[src/core/amd_pkg.sv]
// Package with the constants and types of the addressing-mode decoder.
package amd_pkg;

    // Widths of the program counter, data bytes and bit numbers.
    localparam int PC_W = 12;
    localparam int BYTE_W = 8;
    localparam int BIT_SEL_W = 3;

    // Data-space bases of the short-direct window and of the two index registers.
    localparam logic [7:0] SDIR_BASE = 8'h80;
    localparam logic [7:0] IDX_BASE = 8'h80;

    // Opcode field positions.
    localparam int OP_SDIR_LSB = 0;
    localparam int OP_BIT_LSB = 0;
    localparam int OP_POL_BIT = 3;
    localparam int OP_IDX_SEL_BIT = 4;
    localparam int OP_REL_MSB = 4;
    localparam int OP_EXT_MSB = 3;

    // Instruction lengths in bytes.
    localparam logic [1:0] LEN_ONE = 2'h1;
    localparam logic [1:0] LEN_TWO = 2'h2;
    localparam logic [1:0] LEN_THREE = 2'h3;

    // Reset values of the held state.
    localparam logic [PC_W-1:0] PC_RST = 12'h000;
    localparam logic [7:0] BYTE_RST = 8'h00;

    // Addressing modes that the core's opcode decode hands over.
    typedef enum logic [2:0] {
        MODE_IMM,
        MODE_DIR,
        MODE_SDIR,
        MODE_EXT,
        MODE_REL,
        MODE_BSC,
        MODE_BTB,
        MODE_RIND
    } amd_mode_t;

    // Request for one instruction: mode, opcode, opcode address and branch condition.
    typedef struct packed {
        amd_mode_t mode;
        logic [7:0] opcode;
        logic [PC_W-1:0] pc;
        logic cond;
    } amd_req_t;

    // Result of one instruction.
    typedef struct packed {
        logic [PC_W-1:0] next_pc;
        logic [7:0] operand_location;
        logic [7:0] operand;
        logic carry_load;
        logic carry;
        logic taken;
    } amd_result_t;

    // Data-space access with one cycle of read latency.
    typedef struct packed {
        logic rd_en;
        logic wr_en;
        logic [7:0] addr;
        logic [7:0] wdata;
    } amd_dmem_t;

endpackage : amd_pkg

[src/core/amd_target_adder.sv]
// Program-counter adder for fall-through and branch targets.
module amd_target_adder
    import amd_pkg::*;
(
    input wire logic [PC_W-1:0] base,
    input wire logic [1:0] len,
    input wire logic [PC_W-1:0] offset,
    input wire logic take,
    output logic [PC_W-1:0] next_pc
);

    // RULE_16: wrap modulo 4096.
    // The sum is kept at twelve bits, so a carry out of the top bit is lost.
    always_comb
    begin
        next_pc = base + {{(PC_W-2){1'b0}}, len} + (take ? offset : {PC_W{1'b0}});
    end

endmodule : amd_target_adder

[src/core/amd_bit_unit.sv]
// Single-bit test and force logic for one data byte.
module amd_bit_unit
    import amd_pkg::*;
(
    input wire logic [7:0] byte_in,
    input wire logic [BIT_SEL_W-1:0] bit_sel,
    input wire logic force_one,
    output logic [7:0] modified,
    output logic tested
);

    // RULE_02: any bit examined.
    assign tested = byte_in[bit_sel];

    // RULE_01: force one bit only.
    // Each bit keeps its value unless it is the selected one.
    for (genvar i = 0; i < BYTE_W; i++)
    begin : g_bit
        assign modified[i] = (bit_sel == BIT_SEL_W'(i)) ? force_one : byte_in[i];
    end

endmodule : amd_bit_unit

[src/core/amd_decoder.sv]
// Addressing-mode decoder: operand locations, operand fetch, bit ops and branch targets.
//
// Contract
// RULE_01: One bit-set or bit-clear instruction forces any one writable bit to one or zero.
// RULE_02: Bit-test-and-branch can examine any data-space bit, read-only ones included.
// RULE_03: Bit-test-and-branch loads the carry with the tested bit, taken or not.
// RULE_04: Program space, data space and stack space are kept apart.
// RULE_05: Immediate mode takes the operand from the program byte after the opcode.
// RULE_06: Direct mode uses the byte after the opcode as the data-space address.
// RULE_07: Short-direct mode selects $80 to $83 with the two low opcode bits in one byte.
// RULE_08: The first index register sits at $80 and the second at $81.
// RULE_09: Extended mode forms a 12-bit address from four opcode bits and the next byte.
// RULE_10: Relative branches add the sign-extended low five opcode bits only when taken.
// RULE_11: A relative target lies from 15 before to 16 after the opcode address.
// RULE_12: Bit set/clear takes the bit from the opcode and the address from the next byte.
// RULE_13: Bit-test-and-branch is three bytes and adds the sign-extended third byte.
// RULE_14: A bit-test-and-branch target lies from 125 before to 130 after the opcode.
// RULE_15: Register-indirect uses opcode bit 4 to pick the index register at $80 or $81.
// RULE_16: Branch-target sums wrap modulo 4096.
module amd_decoder
    import amd_pkg::*;
(
    input wire logic sys_clk,
    input wire logic rst_n,
    input wire logic req_valid,
    output logic req_ready,
    input wire amd_req_t req,
    input wire logic prog_valid,
    output logic prog_ready,
    input wire logic [7:0] prog_byte,
    output amd_dmem_t dmem,
    input wire logic [7:0] dmem_rdata,
    output logic done,
    output amd_result_t result
);

    typedef enum logic [2:0] {
        ST_IDLE,
        ST_FETCH1,
        ST_FETCH2,
        ST_RD,
        ST_CAP,
        ST_WR,
        ST_CALC,
        ST_DONE
    } amd_state_t;

    amd_state_t state_r, state_nxt;
    amd_mode_t mode_r, mode_nxt;
    logic [7:0] op_r, op_nxt;
    logic [PC_W-1:0] pc_r, pc_nxt;
    logic cond_r, cond_nxt;
    logic ind_r, ind_nxt;
    logic [7:0] byte1_r, byte1_nxt;
    logic [7:0] off_r, off_nxt;
    logic [7:0] loc_r, loc_nxt;
    logic [7:0] operand_r, operand_nxt;
    logic [7:0] wdata_r, wdata_nxt;
    logic tested_r, tested_nxt;
    amd_result_t result_r, result_nxt;

    logic [7:0] bit_modified;
    logic bit_tested;
    logic [1:0] add_len;
    logic [PC_W-1:0] add_off;
    logic add_take;
    logic [PC_W-1:0] add_sum;

    // RULE_12: bit number from opcode.
    amd_bit_unit u_bit (
        .byte_in(dmem_rdata),
        .bit_sel(op_r[OP_BIT_LSB +: BIT_SEL_W]),
        .force_one(op_r[OP_POL_BIT]),
        .modified(bit_modified),
        .tested(bit_tested)
    );

    amd_target_adder u_add (
        .base(pc_r),
        .len(add_len),
        .offset(add_off),
        .take(add_take),
        .next_pc(add_sum)
    );

    // Adder operands per mode; lengths give the fall-through address.
    always_comb
    begin
        add_len = LEN_ONE;
        add_off = {PC_W{1'b0}};
        add_take = 1'b0;
        unique case (mode_r)
            MODE_REL:
            begin
                // RULE_10: sign-extended five-bit offset.
                // RULE_11: span from opcode plus one gives -15 to +16.
                add_off = {{(PC_W-OP_REL_MSB-1){op_r[OP_REL_MSB]}}, op_r[OP_REL_MSB:0]};
                add_take = cond_r;
            end
            MODE_BTB:
            begin
                // RULE_13: third byte extended to twelve bits.
                // RULE_14: three-byte base gives -125 to +130.
                add_len = LEN_THREE;
                add_off = {{(PC_W-BYTE_W){off_r[BYTE_W-1]}}, off_r};
                add_take = (tested_r == op_r[OP_POL_BIT]);
            end
            MODE_IMM, MODE_DIR, MODE_EXT, MODE_BSC: add_len = LEN_TWO;
            MODE_SDIR, MODE_RIND: add_len = LEN_ONE;
        endcase
    end

    // Handshakes toward the core and the fetch stream.
    assign req_ready = (state_r == ST_IDLE);
    assign prog_ready = (state_r == ST_FETCH1) || (state_r == ST_FETCH2);
    assign done = (state_r == ST_DONE);
    assign result = result_r;

    // RULE_04: data port carries only data-space accesses.
    // Program bytes arrive on their own stream and reach this address only as the location byte of direct, bit and bit-test modes.
    assign dmem.rd_en = (state_r == ST_RD);
    assign dmem.wr_en = (state_r == ST_WR);
    assign dmem.addr = loc_r;
    assign dmem.wdata = wdata_r;

    // Sequencer: fetch following bytes, read data space, write back, form the result.
    always_comb
    begin
        state_nxt = state_r;
        mode_nxt = mode_r;
        op_nxt = op_r;
        pc_nxt = pc_r;
        cond_nxt = cond_r;
        ind_nxt = ind_r;
        byte1_nxt = byte1_r;
        off_nxt = off_r;
        loc_nxt = loc_r;
        operand_nxt = operand_r;
        wdata_nxt = wdata_r;
        tested_nxt = tested_r;
        result_nxt = result_r;
        unique case (state_r)
            ST_IDLE:
            begin
                if (req_valid)
                begin
                    mode_nxt = req.mode;
                    op_nxt = req.opcode;
                    pc_nxt = req.pc;
                    cond_nxt = req.cond;
                    ind_nxt = 1'b0;
                    loc_nxt = BYTE_RST;
                    tested_nxt = 1'b0;
                    unique case (req.mode)
                        MODE_SDIR:
                        begin
                            // RULE_07: two low opcode bits pick $80 to $83.
                            loc_nxt = SDIR_BASE | {6'h00, req.opcode[OP_SDIR_LSB +: 2]};
                            state_nxt = ST_RD;
                        end
                        MODE_RIND:
                        begin
                            // RULE_15: opcode bit 4 picks the index register.
                            // RULE_08: index registers at $80 and $81.
                            loc_nxt = IDX_BASE | {7'h00, req.opcode[OP_IDX_SEL_BIT]};
                            ind_nxt = 1'b1;
                            state_nxt = ST_RD;
                        end
                        MODE_REL: state_nxt = ST_CALC;
                        MODE_IMM, MODE_DIR, MODE_EXT, MODE_BSC, MODE_BTB:
                            state_nxt = ST_FETCH1;
                    endcase
                end
            end
            ST_FETCH1:
            begin
                if (prog_valid)
                begin
                    byte1_nxt = prog_byte;
                    unique case (mode_r)
                        MODE_IMM:
                        begin
                            // RULE_05: operand is the program byte itself.
                            operand_nxt = prog_byte;
                            state_nxt = ST_CALC;
                        end
                        MODE_EXT: state_nxt = ST_CALC;
                        MODE_BTB:
                        begin
                            loc_nxt = prog_byte;
                            state_nxt = ST_FETCH2;
                        end
                        default:
                        begin
                            // RULE_06: next byte is the data-space address.
                            loc_nxt = prog_byte;
                            state_nxt = ST_RD;
                        end
                    endcase
                end
            end
            ST_FETCH2:
            begin
                if (prog_valid)
                begin
                    off_nxt = prog_byte;
                    state_nxt = ST_RD;
                end
            end
            ST_RD: state_nxt = ST_CAP;
            ST_CAP:
            begin
                if (ind_r)
                begin
                    // The index register's contents become the operand location.
                    loc_nxt = dmem_rdata;
                    ind_nxt = 1'b0;
                    state_nxt = ST_RD;
                end
                else
                begin
                    operand_nxt = dmem_rdata;
                    tested_nxt = bit_tested;
                    wdata_nxt = bit_modified;
                    // RULE_12: only bit set/clear writes the modified byte back.
                    state_nxt = (mode_r == MODE_BSC) ? ST_WR : ST_CALC;
                end
            end
            ST_WR: state_nxt = ST_CALC;
            ST_CALC:
            begin
                // RULE_09: four opcode bits above the following byte.
                result_nxt.next_pc = (mode_r == MODE_EXT) ?
                    {op_r[OP_EXT_MSB:0], byte1_r} : add_sum;
                result_nxt.operand_location = loc_r;
                result_nxt.operand = (mode_r == MODE_BSC) ? wdata_r : operand_r;
                // RULE_03: carry takes the tested bit either way.
                result_nxt.carry_load = (mode_r == MODE_BTB);
                result_nxt.carry = tested_r;
                result_nxt.taken = add_take;
                state_nxt = ST_DONE;
            end
            ST_DONE: state_nxt = ST_IDLE;
        endcase
    end

    // State registers.
    always_ff @(posedge sys_clk or negedge rst_n)
    begin
        if (!rst_n)
        begin
            state_r <= ST_IDLE;
            mode_r <= MODE_IMM;
            op_r <= BYTE_RST;
            pc_r <= PC_RST;
            cond_r <= 1'b0;
            ind_r <= 1'b0;
            byte1_r <= BYTE_RST;
            off_r <= BYTE_RST;
            loc_r <= BYTE_RST;
            operand_r <= BYTE_RST;
            wdata_r <= BYTE_RST;
            tested_r <= 1'b0;
            result_r <= '0;
        end
        else
        begin
            state_r <= state_nxt;
            mode_r <= mode_nxt;
            op_r <= op_nxt;
            pc_r <= pc_nxt;
            cond_r <= cond_nxt;
            ind_r <= ind_nxt;
            byte1_r <= byte1_nxt;
            off_r <= off_nxt;
            loc_r <= loc_nxt;
            operand_r <= operand_nxt;
            wdata_r <= wdata_nxt;
            tested_r <= tested_nxt;
            result_r <= result_nxt;
        end
    end
endmodule : amd_decoder

[config.mk]
export PLATFORM = sky130hd
export DESIGN_NAME = amd_decoder
export DESIGN_NICKNAME = d
export VERILOG_FILES = /design/src/core/amd_pkg.sv /design/src/core/amd_target_adder.sv /design/src/core/amd_bit_unit.sv /design/src/core/amd_decoder.sv
export SDC_FILE = /design/constraint.sdc
export NUM_CORES = 1
export LEC_CHECK = 0
export BUFFER_PORTS_ARGS = -buffer_cell sky130_fd_sc_hd__buf_2
export CAP_MARGIN = 20
export CELL_PAD_IN_SITES_DETAIL_PLACEMENT = 0
export CELL_PAD_IN_SITES_GLOBAL_PLACEMENT = 2
export CORE_AREA = 2 2 125 127
export CTS_CLUSTER_DIAMETER = 50
export DETAILED_ROUTE_END_ITERATION = 10
export DIE_AREA = 0 0 127 129
export PLACE_DENSITY = 0.8
export SLEW_MARGIN = 30
export SYNTH_ARGS = -nofsm -noshare
export SYNTH_HDL_FRONTEND = slang
export SYNTH_SLANG_ARGS = --single-unit
[constraint.sdc]
create_clock -name sys_clk -period 4.1 [get_ports sys_clk]
set_input_delay 0.205 -clock sys_clk [delete_from_list [all_inputs] [get_ports sys_clk]]
set_output_delay 0.205 -clock sys_clk [all_outputs]
set_load 0.01 [all_outputs]
# Word level (Yosys, flattened, before mapping)
# Cells that the tools add are included.
# Widths: inputs -> output; s select.
[classes]
n_lt_le_gt_ge = 1
mux = 40
bitwise = 1
addsub = 2
n_div = 0
reduce_logical = 21
n_eq_ne = 34
shifts = 0
n_mul = 0
[op_table]
columns = ["cell", "count"]
rows = [
  ["$mux 8", 8],
  ["$eq 3x3->1 const B", 15],
  ["$pmux 8 s2", 2],
  ["$mux 12", 2],
  ["$pmux 12 s2", 1],
  ["$pmux 3 s8", 1],
  ["$pmux 8 s3", 1],
  ["$eq 3x2->1 const B", 7],
  ["$mux 1", 13],
  ["$add 12x12->12", 1],
  ["$add 12x2->12", 1],
  ["$eq 3x1->1 const B", 4],
  ["$logic_not 3->1", 4],
  ["$mux 3", 4],
  ["$ne 2x2->1 const B", 6],
  ["$reduce_and 2->1", 5],
  ["$pmux 3 s3", 1],
  ["$pmux 1 s2", 3],
  ["$pmux 3 s2", 1],
  ["$reduce_and 3->1", 2],
  ["$reduce_and 5->1", 1],
  ["$reduce_or 5->1", 1],
  ["$lt 3x4->1 const B", 1],
  ["$pmux 2 s2", 1],
  ["11 further kinds", 13],
]
[totals]
ram_bits = 0
latchBits = 0
in_bits = 44
mem_count = 0
mem_bits_ro = 0
register_bits = 97

# Depth between registers and ports, before layout
# Gate-level depths: netlist of the first run.
[depth]
word_depth = 6
ltp_mapped = 15
mapped_depth_nobuf = 14

# Modules after synthesis
# From an unflattened synthesis of the first run, not the netlist that was laid out.
[hier_totals]
hier_cells = 482
area_unflattened_um2 = 5456.5
[by_module_without_submodules]
columns = ["module", "area_each_um2", "cells_per_inst", "instances"]
rows = [
  ["amd_decoder", 4505.6, 360, 1],
  ["amd_target_adder", 698.2, 91, 1],
  ["amd_bit_unit", 252.7, 31, 1],
]

# Least setup slack after synthesis of the first run
# No wires, ideal clock.
[synth_timing]
kind = "reg-to-reg"
start = "register mode_r[1]"
end = "register result_r (netlist bit result[30])"
t_arrival_ns = 3.073
slack_ns = 0.896
stages_incl_launch_ff = 16
synth_period_minus_slack_ns = 3.204
required_ns = 3.970
n_path_buf = 2
path_cell_list = "dfrtp_1 -> clkbuf_1 -> buf_1 -> nand3_1 -> o21ai_0 -> fa_1 -> inv_1 -> ha_1 -> inv_1 -> fa_1 -> nor2b_1 -> nor3_1 -> o21a_1 -> o21ai_0 -> xnor2_1 -> o21ai_0"
[synth_via]
elab_chain_cells = 6
[synth_lines]
columns = ["element", "line", "source"]
rows = [
  ["from (decl)", "amd_decoder.sv:49", "amd_mode_t mode_r, mode_nxt;"],
  ["from (signal assigned)", "amd_decoder.sv:269", "mode_r <= mode_nxt;"],
  ["$eq 3x3->1 (tied with other cells)", "amd_decoder.sv:92", "unique case (mode_r)"],
  ["$reduce_or 4->1", "amd_decoder.sv:92", ""],
  ["$pmux 2 s2", "amd_decoder.sv:92", ""],
  ["$add 12x2->12", "amd_target_adder.sv:16", "next_pc = base + {{(PC_W-2){1'b0}}, len} + (take ? offset : {PC_W{1'b0}});"],
  ["$add 12x12->12", "amd_target_adder.sv:16", ""],
  ["$mux 12 *", "amd_decoder.sv:233", "result_nxt.next_pc = (mode_r == MODE_EXT) ?"],
  ["to (signal assigned)", "amd_decoder.sv:280", "result_r <= result_nxt;"],
  ["to (decl)", "amd_decoder.sv:60", "amd_result_t result_r, result_nxt;"],
]
# Mark *: on every way between the ends. The rest lies on a longest branch, timed or not.
# A chain may end at the register's enable or synchronous reset.

# Worst setup path in the final report of the first run
[layout_timing]
start = "register tested_r"
end = "register result_r (netlist bit result[30])"
[layout_via]
elab_chain_cells = 5
[layout_lines]
columns = ["element", "line", "source"]
rows = [
  ["from (decl)", "amd_decoder.sv:59", "logic tested_r, tested_nxt;"],
  ["from (signal assigned)", "amd_decoder.sv:279", "tested_r <= tested_nxt;"],
  ["$eq 1x1->1", "amd_decoder.sv:106", "add_take = (tested_r == op_r[OP_POL_BIT]);"],
  ["$pmux 1 s2", "amd_decoder.sv:92", ""],
  ["$mux 12", "amd_target_adder.sv:16", ""],
  ["$add 12x12->12", "amd_target_adder.sv:16", ""],
  ["$mux 12", "amd_decoder.sv:233", ""],
]
# No other way between the ends.

==> results of run 1 <==
==> cell usage after synthesis (all sizes together) (4+ instances only) <==
library cell	number	share of area
nor2	35	0.026
a22oi	8	0.012
a21o	4	0.0058
nor3	6	0.0058
nand2b	8	0.011
buf	14	0.018
dfrtp	97	0.47
o22ai	6	0.0072
o21ai	44	0.044
mux2i	36	0.070
nand3	4	0.0039
xnor2	10	0.017
and2	4	0.0048
a21oi	21	0.020
clkbuf	14	0.010
a31oi	4	0.0048
a22o	5	0.0085
ha	19	0.046
inv	9	0.0065
nand2	86	0.063
mux2	38	0.083
==> where the power goes <==
group	switching, mW	internal, mW
Clock	0.382	0.511
Sequential	0.367	1.40
Combinational	1.30	1.06
==> per-stage QoR <==
stage	worst slack, ns	hold WS, ns
after floorplan	0.896	-0.0906
after global placement	0.794	0.335
after detailed placement	0.728	0.342
after CTS	0.691	0.0665
after global routing	0.408	0.0739
final	0.676	0.0743
==> cell usage in the layout, fill, tap and decap left out, types with 19 or more instances in the layout <==
master	n
dfrtp_1	97
o21ai_0	35
nor2_1	34
buf_2	91
a21oi_1	21
nand2_1	85
ha_1	19
mux2_2	38
mux2i_1	36
==> sequential cells by signal, indices dropped and copies added, names as in the netlist <==
signal and count:
state_r 3, op_r 5, off_r 8, byte1_r 8
operand_r 8, tested_r 1, ind_r 1, result 31
wdata_r 8, mode_r 3, pc_r 12, loc_r 8
cond_r 1
==> worst reg2reg max path: cells and delay by family, from the launching register on <==
kind,cells,cell delay [ns]
AOI/OAI and AO/OA,3,0.54
and+or+nand+nor,3,0.63
adders and majority gates,3,1.00
DFF,1,0.41
xor gates and xnor gates,2,0.44
muxes,1,0.14
buffers and inverters,2,0.12
==> layout make-up <==
| cell class | instances | area (µm²) |
|---|---|---|
| repair buffers | 102 | 541 |
| inverters | 9 | 33.8 |
| multi-input cells | 374 | 2580 |
| flip-flops and latches | 97 | 2430 |
| clock inverters | 5 | 61.3 |
| well taps | 188 | 235 |
| clock buffers | 11 | 253 |
| fillers | 1496 | 8850 |
==> cells by family after synthesis <==
family | Yosys count | synth area share
buf+inv | 37 | 0.0345
compound gates | 101 | 0.116
fa+ha+maj | 22 | 0.0575
xor+xnor | 13 | 0.0220
simple gates | 162 | 0.141
flops | 97 | 0.468
mux | 76 | 0.161
==> final timing paths <==
| check | slack [ns] | endpoint | cells past startpoint | from |
|---|---|---|---|---|
| worst max-delay path | 0.68 | result[30]$_DFFE_PN0P_ | 14 | tested_r$_DFFE_PN0P_ |
| worst min-delay path | 0.07 | pc_r[1]$_DFFE_PN0P_ | 3 | req[2] |
| worst max register to register | 0.68 | result[30]$_DFFE_PN0P_ | 14 | tested_r$_DFFE_PN0P_ |
| worst min register to register | 0.47 | result[2]$_DFFE_PN0P_ | 2 | result[2]$_DFFE_PN0P_ |
| max in group asynchronous | 2.60 | loc_r[0]$_DFFE_PN0P_ | 3 | rst_n |
| min in group asynchronous | 0.47 | result[14]$_DFFE_PN0P_ | 2 | rst_n |
==> routing by layer <==
| layer | global-route usage | vias to the layer above | share of wire |
|---|---|---|---|
| met3 | 0.0432 | 12 | 0.044 |
| li1 | - | 1949 | - |
| met1 | 0.227 | 1945 | 0.46 |
| met4 | 0.0446 | 0 | 0.011 |
| met2 | 0.278 | 90 | 0.48 |
| met5 | 0 | - | 0 |
==> timing repair <==
item / in CTS / in global routing
setup endpoints to repair: 0 / 0
endpoints found under the hold margin: 58 / 0
hold buffers: 1 / 0
==> results.cfg, run 1 <==
[outcome]
status = finished clean

[job]
maxCapViolCount = 0

[critical_path]
crit_arrival_ns = 3.65
worst-path-max-fanout = 3
path_delay_family = adder cells
crit_chain = xnor2_1 -> mux2i_1 -> or3_1 -> fa_1 -> inv_1 -> ha_1 -> inv_1 -> fa_1 -> nor2b_1 -> nor3_1 -> o21a_1 -> o21ai_0 -> xnor2_1 -> o21ai_0
slowest_delay_ns = 0.45
cp-start-kind = register
crit_type = register to register
crit_buf_inv = 2
endpoint_kind = register
required_ns = 4.32
slowest_stage = fa_1

[place]
portBuffers = 92
dpl_cell_area_um2 = 5810
gp_congestion = 0.797
dp_cells = 769
dp_hpwl_mm = 10.1

[yosys]
synthCells = 508
ys_seq_elements = 97
yosys_most_used_dff = dfrtp_1
syn_nets = 574
ys_async_sr_fraction = 1.00
synth_warnings = 0
avgSynthCellArea_um2 = 10.2
yosysUniqueCellTypes = 49
synth_area_um2 = 5180
synth_edf_count = 0
seq_area_frac_synth = 0.468

[floorplan]
row_count = 45
start_util = 0.346
pin_count = 96
die_x_um = 127
core_um2 = 15000
dieArea_um2 = 16400
die_h_um = 129

[sta]
finalSetupTns_ns = 0
relSlewSlack = 0.441
fmax_ghz = 0.292
clock_skew_ns = 0.0115
hold_violations = 0
tightest_slew_ns = 0.835
timing.final.crit_share = 0.835
grt_setup_unrepaired = no
setup_viol = 0
period_minus_slack_ns = 3.42
slew_viol_final = 0

[clocking]
cts_tree = yes
cts_resized = 0
clkTransAtPathRegs_ns = 0.07
cts_buffers = 9
cts-root-buf = clkbuf_16
htree_num_levels = 3
post_cts_buffers = 0
clock_path_buffers = 2
cts.sinks = 97
worstSkewPairLatency_ns = 0.35

[routing]
viasPerCell = 5.08
wl_per_cell_um = 17.0
postRouteWirelength_mm = 13.4
via_count = 3996
ant_nets = 0
route.detailed.drc = 0
drt_pass1_iterations = 4
drt_iter0_markers = 216

[final_layout]
stdcell_area_um2 = 6130
finalNonFillerCells = 786
final_nets = 659
antennaDiodeCount = 0
final_util = 0.409
area_growth_pct = 18.3
layout-drive-gt1-share = 0.279

[global_routing]
grt_max_degree = 60
overflow = 0
grt_pass1_wl_mm = 21.4
grt_pass1_vias = 3915
grtUsageTotal = 0.170
antenna_found_initial = 0

[power]
total_leakage_power_nw = 3.02
power_mw = 5.02
power_density_nw_per_um2 = 818
peakVddDrop_mv = 0.340

[worst_hold_path]
min_path_type = primary input to register
Power figures use the tool's default switching activity.
==> run 2, diff against run 1 <==
--- a/config.mk
+++ b/config.mk
@@ -5,15 +5,16 @@
 export SDC_FILE = /design/constraint.sdc
 export NUM_CORES = 1
 export LEC_CHECK = 0
+export ABC_AREA = 1
 export BUFFER_PORTS_ARGS = -buffer_cell sky130_fd_sc_hd__buf_2
 export CAP_MARGIN = 20
 export CELL_PAD_IN_SITES_DETAIL_PLACEMENT = 0
 export CELL_PAD_IN_SITES_GLOBAL_PLACEMENT = 2
-export CORE_AREA = 2 2 125 127
+export CORE_AREA = 2 2 138 140
 export CTS_CLUSTER_DIAMETER = 50
 export DETAILED_ROUTE_END_ITERATION = 10
-export DIE_AREA = 0 0 127 129
-export PLACE_DENSITY = 0.8
+export DIE_AREA = 0 0 140 142
+export PLACE_DENSITY = 0.75
 export SLEW_MARGIN = 30
 export SYNTH_ARGS = -nofsm -noshare
 export SYNTH_HDL_FRONTEND = slang
==> constraint.sdc (replaced) <==
create_clock -name sys_clk -period 2.8 [get_ports sys_clk]
set_input_delay 0.14 -clock sys_clk [delete_from_list [all_inputs] [get_ports sys_clk]]
set_output_delay 0.14 -clock sys_clk [all_outputs]
set_load 0.01 [all_outputs]
==> run 2 against run 1 <==
- the flow now finishes with violations (DRC)
- die area increased by 21%
- clock skew increased by 0.0010 ns
- non-clock buffer count grew 46
- final area up 11%
- sequential cell count did not move
- first-iteration DRC count increased by 52%
- wire length grew 21%
- power increased by 44%
- synthesized cell count grew 28%
==> results.cfg, run 2 <==
[sta]
tightest_slew_ns = 0.696
grt_setup_unrepaired = yes
hold_violations = 0
fmax_ghz = 0.363
clock_skew_ns = 0.0125
setup_ws_ns = 0.0433
timing.final.crit_share = 0.985
period_minus_slack_ns = 2.76
relSlewSlack = 0.536
slew_viol_final = 0
setup_viol = 0

[routing]
postRouteWirelength_mm = 16.2
wl_per_cell_um = 15.8
drt_iter0_markers = 329
ant_nets = 0
route.detailed.drc = 9
via_count = 4787
drt_pass1_iterations = 11
viasPerCell = 4.66

[yosys]
synth.most_common_cell = nand2_1
ys_seq_elements = 97
seq_area_frac_synth = 0.461
synth_top_area_frac = 0.461
synth_area_um2 = 5270
syn_nets = 718
ys_async_sr_fraction = 1.00
synthTopCellsByArea = dfrtp_1 (46%), nand2_1 (13%), o21ai_0 (8.3%)
synth_edf_count = 0
yosys_most_used_dff = dfrtp_1
synth_warnings = 0
synthCells = 652
synth_top_area_cell = dfrtp_1
yosysUniqueCellTypes = 39
avgSynthCellArea_um2 = 8.08
ys_top_cells_by_count = nand2_1 (181), dfrtp_1 (97), o21ai_0 (87), inv_1 (65), nor2_1 (38)

[final_layout]
area_growth_pct = 29.1
final_nets = 855
nFillCells = 1934
largest_register_ffs = 31
final_common_cell = nand2_1
antennaDiodeCount = 0
multi_input_area_um2 = 2590
regArea_um2 = 2430
final_cell_mix = nand2_1 (176), dfrtp_1 (96), buf_2 (91)
layout-drive-gt1-share = 0.264

[global_routing]
grt_pass1_wl_mm = 25.6
grtUsageTotal = 0.166
overflow = 0
grt_pass1_vias = 4678
antenna_found_initial = 0
grt_max_degree = 53

[power]
power_density_nw_per_um2 = 1060
power_mw = 7.24
peakVddDrop_mv = 0.342
total_leakage_power_nw = 3.53

[critical_path]
endpoint_kind = register
crit_arrival_ns = 3.04
cp-start-kind = register
required_ns = 3.09
crit_type = register to register
worst-path-max-fanout = 3

[floorplan]
row_count = 50
pin_count = 96
start_util = 0.285
die_h_um = 142
die_x_um = 140
core_um2 = 18500
dieArea_um2 = 19900

[clocking]
cts.sinks = 97
clkTransAtPathRegs_ns = 0.07
htree_num_levels = 3
worstSkewPairLatency_ns = 0.36
cts_buffers = 9
clock_path_buffers = 2
cts-root-buf = clkbuf_16
cts_tree = yes

[place]
dp_hpwl_mm = 12.5
portBuffers = 92
gp_congestion = 0.872
dp_slack_ns = -0.0843

[worst_hold_path]
min_path_type = primary input to register

[outcome]
violations = DRC
status = finished, violations left

[job]
maxCapViolCount = 0
-- run 2: cell types whose count changed in the layout (fill, tap and decap cells not counted), sizes merged, moves of 30 or more --
cell   before  now
nand3       4   36
o21ai      44   91
mux2       38    8
inv        11   75
nand2      86  189
mux2i      36    0
buf       101  135
-- run 2: worst max-delay path, cell delays in order, from the launching register on --
cell and delay, ns:
dfrtp_2 0.45, buf_4 0.15, inv_1 0.07, nor2_2 0.06, nor3_4 0.18, fa_1 0.45, inv_1 0.07, ha_2 0.18
inv_2 0.04, fa_2 0.36, o21bai_4 0.17, nand2_1 0.09, buf_4 0.14, a21oi_1 0.12, o21ai_1 0.10, nand2_1 0.07
-- run 2: path summary, 6_finish.rpt --
| path | startpoint | end | slack, ns | cells after the start |
|---|---|---|---|---|
| worst max-delay path | mode_r[0]$_DFFE_PN0P_ | result[28]$_DFFE_PN0P_ | 0.04 | 15 |
| worst min-delay path | req[14] | op_r[1]$_DFFE_PN0P_ | 0.03 | 3 |
| worst max register to register | mode_r[0]$_DFFE_PN0P_ | result[28]$_DFFE_PN0P_ | 0.04 | 15 |
| worst min register to register | result[21]$_DFFE_PN0P_ | result[21]$_DFFE_PN0P_ | 0.48 | 2 |
| max in group asynchronous | rst_n | result[29]$_DFFE_PN0P_ | 1.75 | 3 |
| min in group asynchronous | rst_n | result[15]$_DFFE_PN0P_ | 0.36 | 2 |
-- run 2: where the power goes --
group	leakage [nW]	internal, mW	switching, mW
combinational	2.18	1.48	2.08
clock	0.139	0.614	0.575
sequential	1.21	2.03	0.458
-- run 2: timing repair --
action | CTS | global route
hold buffers | 13 | 0
pin swaps | 0 | 2
hold endpoints to repair | 62 | 0
endpoints found under the setup margin | 7 | 9
setup buffers | 0 | 2
gates resized for setup | 2 | 35
-- run 2: cell families (layout without fill, tap and decap cells) --
| kind of cell | count (synthesis) | count (layout) | share of synthesized area |
|---|---|---|---|
| mux | 8 | 8 | 0.0228 |
| flops | 97 | 97 | 0.461 |
| buf+inv | 93 | 234 | 0.0715 |
| compound gates | 150 | 150 | 0.157 |
| xor+xnor | 4 | 4 | 0.00665 |
| simple gates | 278 | 278 | 0.224 |
| fa+ha+maj | 22 | 22 | 0.0565 |
-- run 2: final cells by class --
| cell class | instances | share of cell area |
|---|---|---|
| multi-input cells | 462 | 0.381 |
| inverters | 71 | 0.0399 |
| clock buffers | 9 | 0.0331 |
| clock inverters | 6 | 0.00754 |
| well taps | 234 | 0.0430 |
| repair buffers | 148 | 0.138 |
| flip-flops and latches | 97 | 0.357 |
-- run 2: per-stage QoR --
step,instances,hold slack [ns],util,instance area (µm²),setup TNS (ns)
2_1_floorplan,652,-0.156,-,5280,0
3_3_place_gp,997,0.232,0.339,6250,-0.0587
3_5_place_dp,997,0.244,0.339,6250,-0.200
4_1_cts,1025,0.0149,0.361,6660,0
5_1_grt,1027,0.0346,0.369,6800,-0.597
6_report,1027,0.0310,0.369,6800,0
-- run 2: per-layer routing --
layer / routed length, µm / up-vias / global-route usage
met5: 0 / - / 0
met4: 212 / 0 / 0.0500
met3: 926 / 15 / 0.0293
met2: 6890 / 128 / 0.242
met1: 8150 / 2229 / 0.250
li1: - / 2415 / -
==> run 3, diff against run 2 <==
--- a/config.mk
+++ b/config.mk
@@ -6,14 +6,15 @@
 export NUM_CORES = 1
 export LEC_CHECK = 0
 export ABC_AREA = 1
-export BUFFER_PORTS_ARGS = -buffer_cell sky130_fd_sc_hd__buf_2
+export ABC_CLOCK_PERIOD_IN_PS = 2800
 export CAP_MARGIN = 20
 export CELL_PAD_IN_SITES_DETAIL_PLACEMENT = 0
 export CELL_PAD_IN_SITES_GLOBAL_PLACEMENT = 2
-export CORE_AREA = 2 2 138 140
+export CORE_AREA = 2 2 130 132
 export CTS_CLUSTER_DIAMETER = 50
 export DETAILED_ROUTE_END_ITERATION = 10
-export DIE_AREA = 0 0 140 142
+export DIE_AREA = 0 0 132 134
+export DONT_BUFFER_PORTS = 1
 export PLACE_DENSITY = 0.75
 export SLEW_MARGIN = 30
 export SYNTH_ARGS = -nofsm -noshare
==> run 3 against run 2 <==
- the flow finishes with violations (setup timing)
- sequential power increased by 7%
- register-to-register slack got worse by 0.06 ns
- die area decreased by 11%
- via count shrank 4.7%
- clock power hardly changed
- power down 2.4%
- hold slack gained 0.011 ns
==> results.cfg, run 3 (synthesis results as in run 2) <==
[floorplan]
start_util = 0.323
dieArea_um2 = 17700
row_count = 47
pin_count = 96
core_um2 = 16300
die_h_um = 134
die_x_um = 132

[final_layout]
final_common_cell = nand2_1
multi_input_area_um2 = 2680
area_growth_pct = 24.2
nFillCells = 1703
final_nets = 772
final_cell_mix = nand2_1 (173), dfrtp_1 (95), o21ai_0 (82)
antennaDiodeCount = 0
largest_register_ffs = 31
layout-drive-gt1-share = 0.174
regArea_um2 = 2430
final_util = 0.402

[global_routing]
grt_pass1_wl_mm = 24.0
antenna_found_initial = 0
overflow = 0
grtUsageTotal = 0.176
grt_pass1_vias = 4230
grt_max_degree = 98

[sta]
relSlewSlack = 0.566
slew_viol_final = 0
grt_setup_unrepaired = yes
clock_skew_ns = 0.0107
tightest_slew_ns = 0.650
hold_violations = 0
timing.final.crit_share = 1.01
fmax_ghz = 0.355
setup_viol = 2
setup_ws_ns = -0.0206
period_minus_slack_ns = 2.82
hold_ws_ns = 0.0417

[place]
gp_congestion = 0.886
dp_hpwl_mm = 11.7
portBuffers = 0
dp_slack_ns = -0.185

[worst_hold_path]
min_path_type = primary input to register

[critical_path]
r2r-end = result[24]$_DFFE_PN0P_
crit_type = register to register
critPathLaunch = mode_r[2]$_DFFE_PN0P_
endpoint_kind = register
required_ns = 3.08
critPathCapture = result[24]$_DFFE_PN0P_
r2r-start = mode_r[2]$_DFFE_PN0P_
worst-path-max-fanout = 3
rr_worst_depth = 14
r2r_slack_ns = -0.02
crit_arrival_ns = 3.10
cp-start-kind = register

[power]
total_leakage_power_nw = 3.17
clkPwrFrac = 0.169
power.internal_mw = 3.99
power_density_nw_per_um2 = 1080
peakVddDrop_mv = 0.348
seqPwrFrac = 0.379
combinationalPowerShare = 0.452
p_switching_mw = 3.08
p_sw_frac = 0.436

[routing]
route.detailed.drc = 0
via_count = 4561
postRouteWirelength_mm = 15.8
viasPerCell = 4.90
drt_pass1_iterations = 5
wl_per_cell_um = 16.9
ant_nets = 0
drt_iter0_markers = 315

[clocking]
cts.sinks = 97
cts_tree = yes
htree_num_levels = 3
clock_path_buffers = 2
cts-root-buf = clkbuf_16
clkTransAtPathRegs_ns = 0.07
worstSkewPairLatency_ns = 0.36
cts_buffers = 9

[job]
maxCapViolCount = 0

[outcome]
status = finished, violations left
violations = setup timing
run 3: changes by cell type in the layout (fill, tap and decap cells not counted), sizes merged:
cell and change:
inv -2, clkinvlp +1, dlygate4sd3 +17, clkbuf +2
buf -100
run 3: stage by stage:
step | cell area [µm²] | std cells | setup TNS (ns) | total power [mW]
global placement | 5670 | 880 | -0.147 | 5.43
finish | 6540 | 931 | -0.0233 | 7.06
CTS | 6310 | 927 | -0.0459 | 6.80
global route | 6540 | 931 | -0.742 | 7.63
detailed placement | 5670 | 880 | -1.05 | 5.48
floorplan | 5280 | 652 | 0 | 4.49
run 3: worst min-delay path by stage:
stage / startpoint / end / slack [ns] / depth (start not counted)
2_1_floorplan: rst_n / byte1_r[0]$_DFFE_PN0P_ / -0.16 / 0
3_3_place_gp: rst_n / result[2]$_DFFE_PN0P_ / -0.15 / 0
3_5_place_dp: rst_n / result[2]$_DFFE_PN0P_ / -0.15 / 0
4_1_cts: prog_byte[3] / off_r[3]$_DFFE_PN0P_ / 0.04 / 2
5_1_grt: prog_valid / state_r[0]$_DFFE_PN0P_ / 0.06 / 3
6_report: prog_byte[3] / off_r[3]$_DFFE_PN0P_ / 0.04 / 2
run 3: critical path, stage by stage, from the launching register on:
cell      delay, ns
dfrtp_1        0.40
buf_6          0.13
buf_6          0.10
a32o_1         0.27
nand2_2        0.08
fa_1           0.40
inv_1          0.07
ha_2           0.18
inv_2          0.04
fa_2           0.42
o21bai_4       0.20
buf_6          0.12
xor2_1         0.12
o21ai_1        0.07
o21ai_1        0.14
run 3: layer usage:
layer,routed length (µm),GRT usage,vias to the layer above
li1,-,-,2253
met1,7900,0.265,2135
met2,6710,0.251,152
met3,926,0.0408,21
met4,232,0.0489,0
met5,0,0,-
run 3: layout make-up:
class / instances / share of cell area
Inverter: 71 / 0.0415
Tap cell: 220 / 0.0421
Timing Repair Buffer: 65 / 0.0931
Clock buffer: 11 / 0.0371
Multi-Input combinational cell: 462 / 0.409
Sequential cell: 97 / 0.371
Clock inverter: 5 / 0.00593
run 3: power by group through the flow:
stage          registers (mW)  logic (mW)  clock network, mW
2_1_floorplan            2.52        1.97                  0
3_3_place_gp             2.66        2.76                  0
3_5_place_dp             2.68        2.81                  0
4_1_cts                  2.66        2.92               1.22
5_1_grt                  2.76        3.58               1.29
6_report                 2.67        3.20               1.19
run 3: timing repair:
item / CTS / global route
endpoints found under the setup margin: 9 / 9
pin swaps: 0 / 19
setup buffers: 0 / 5
endpoints found under the hold margin: 127 / 0
gates resized for setup: 7 / 53
hold buffers: 31 / 0
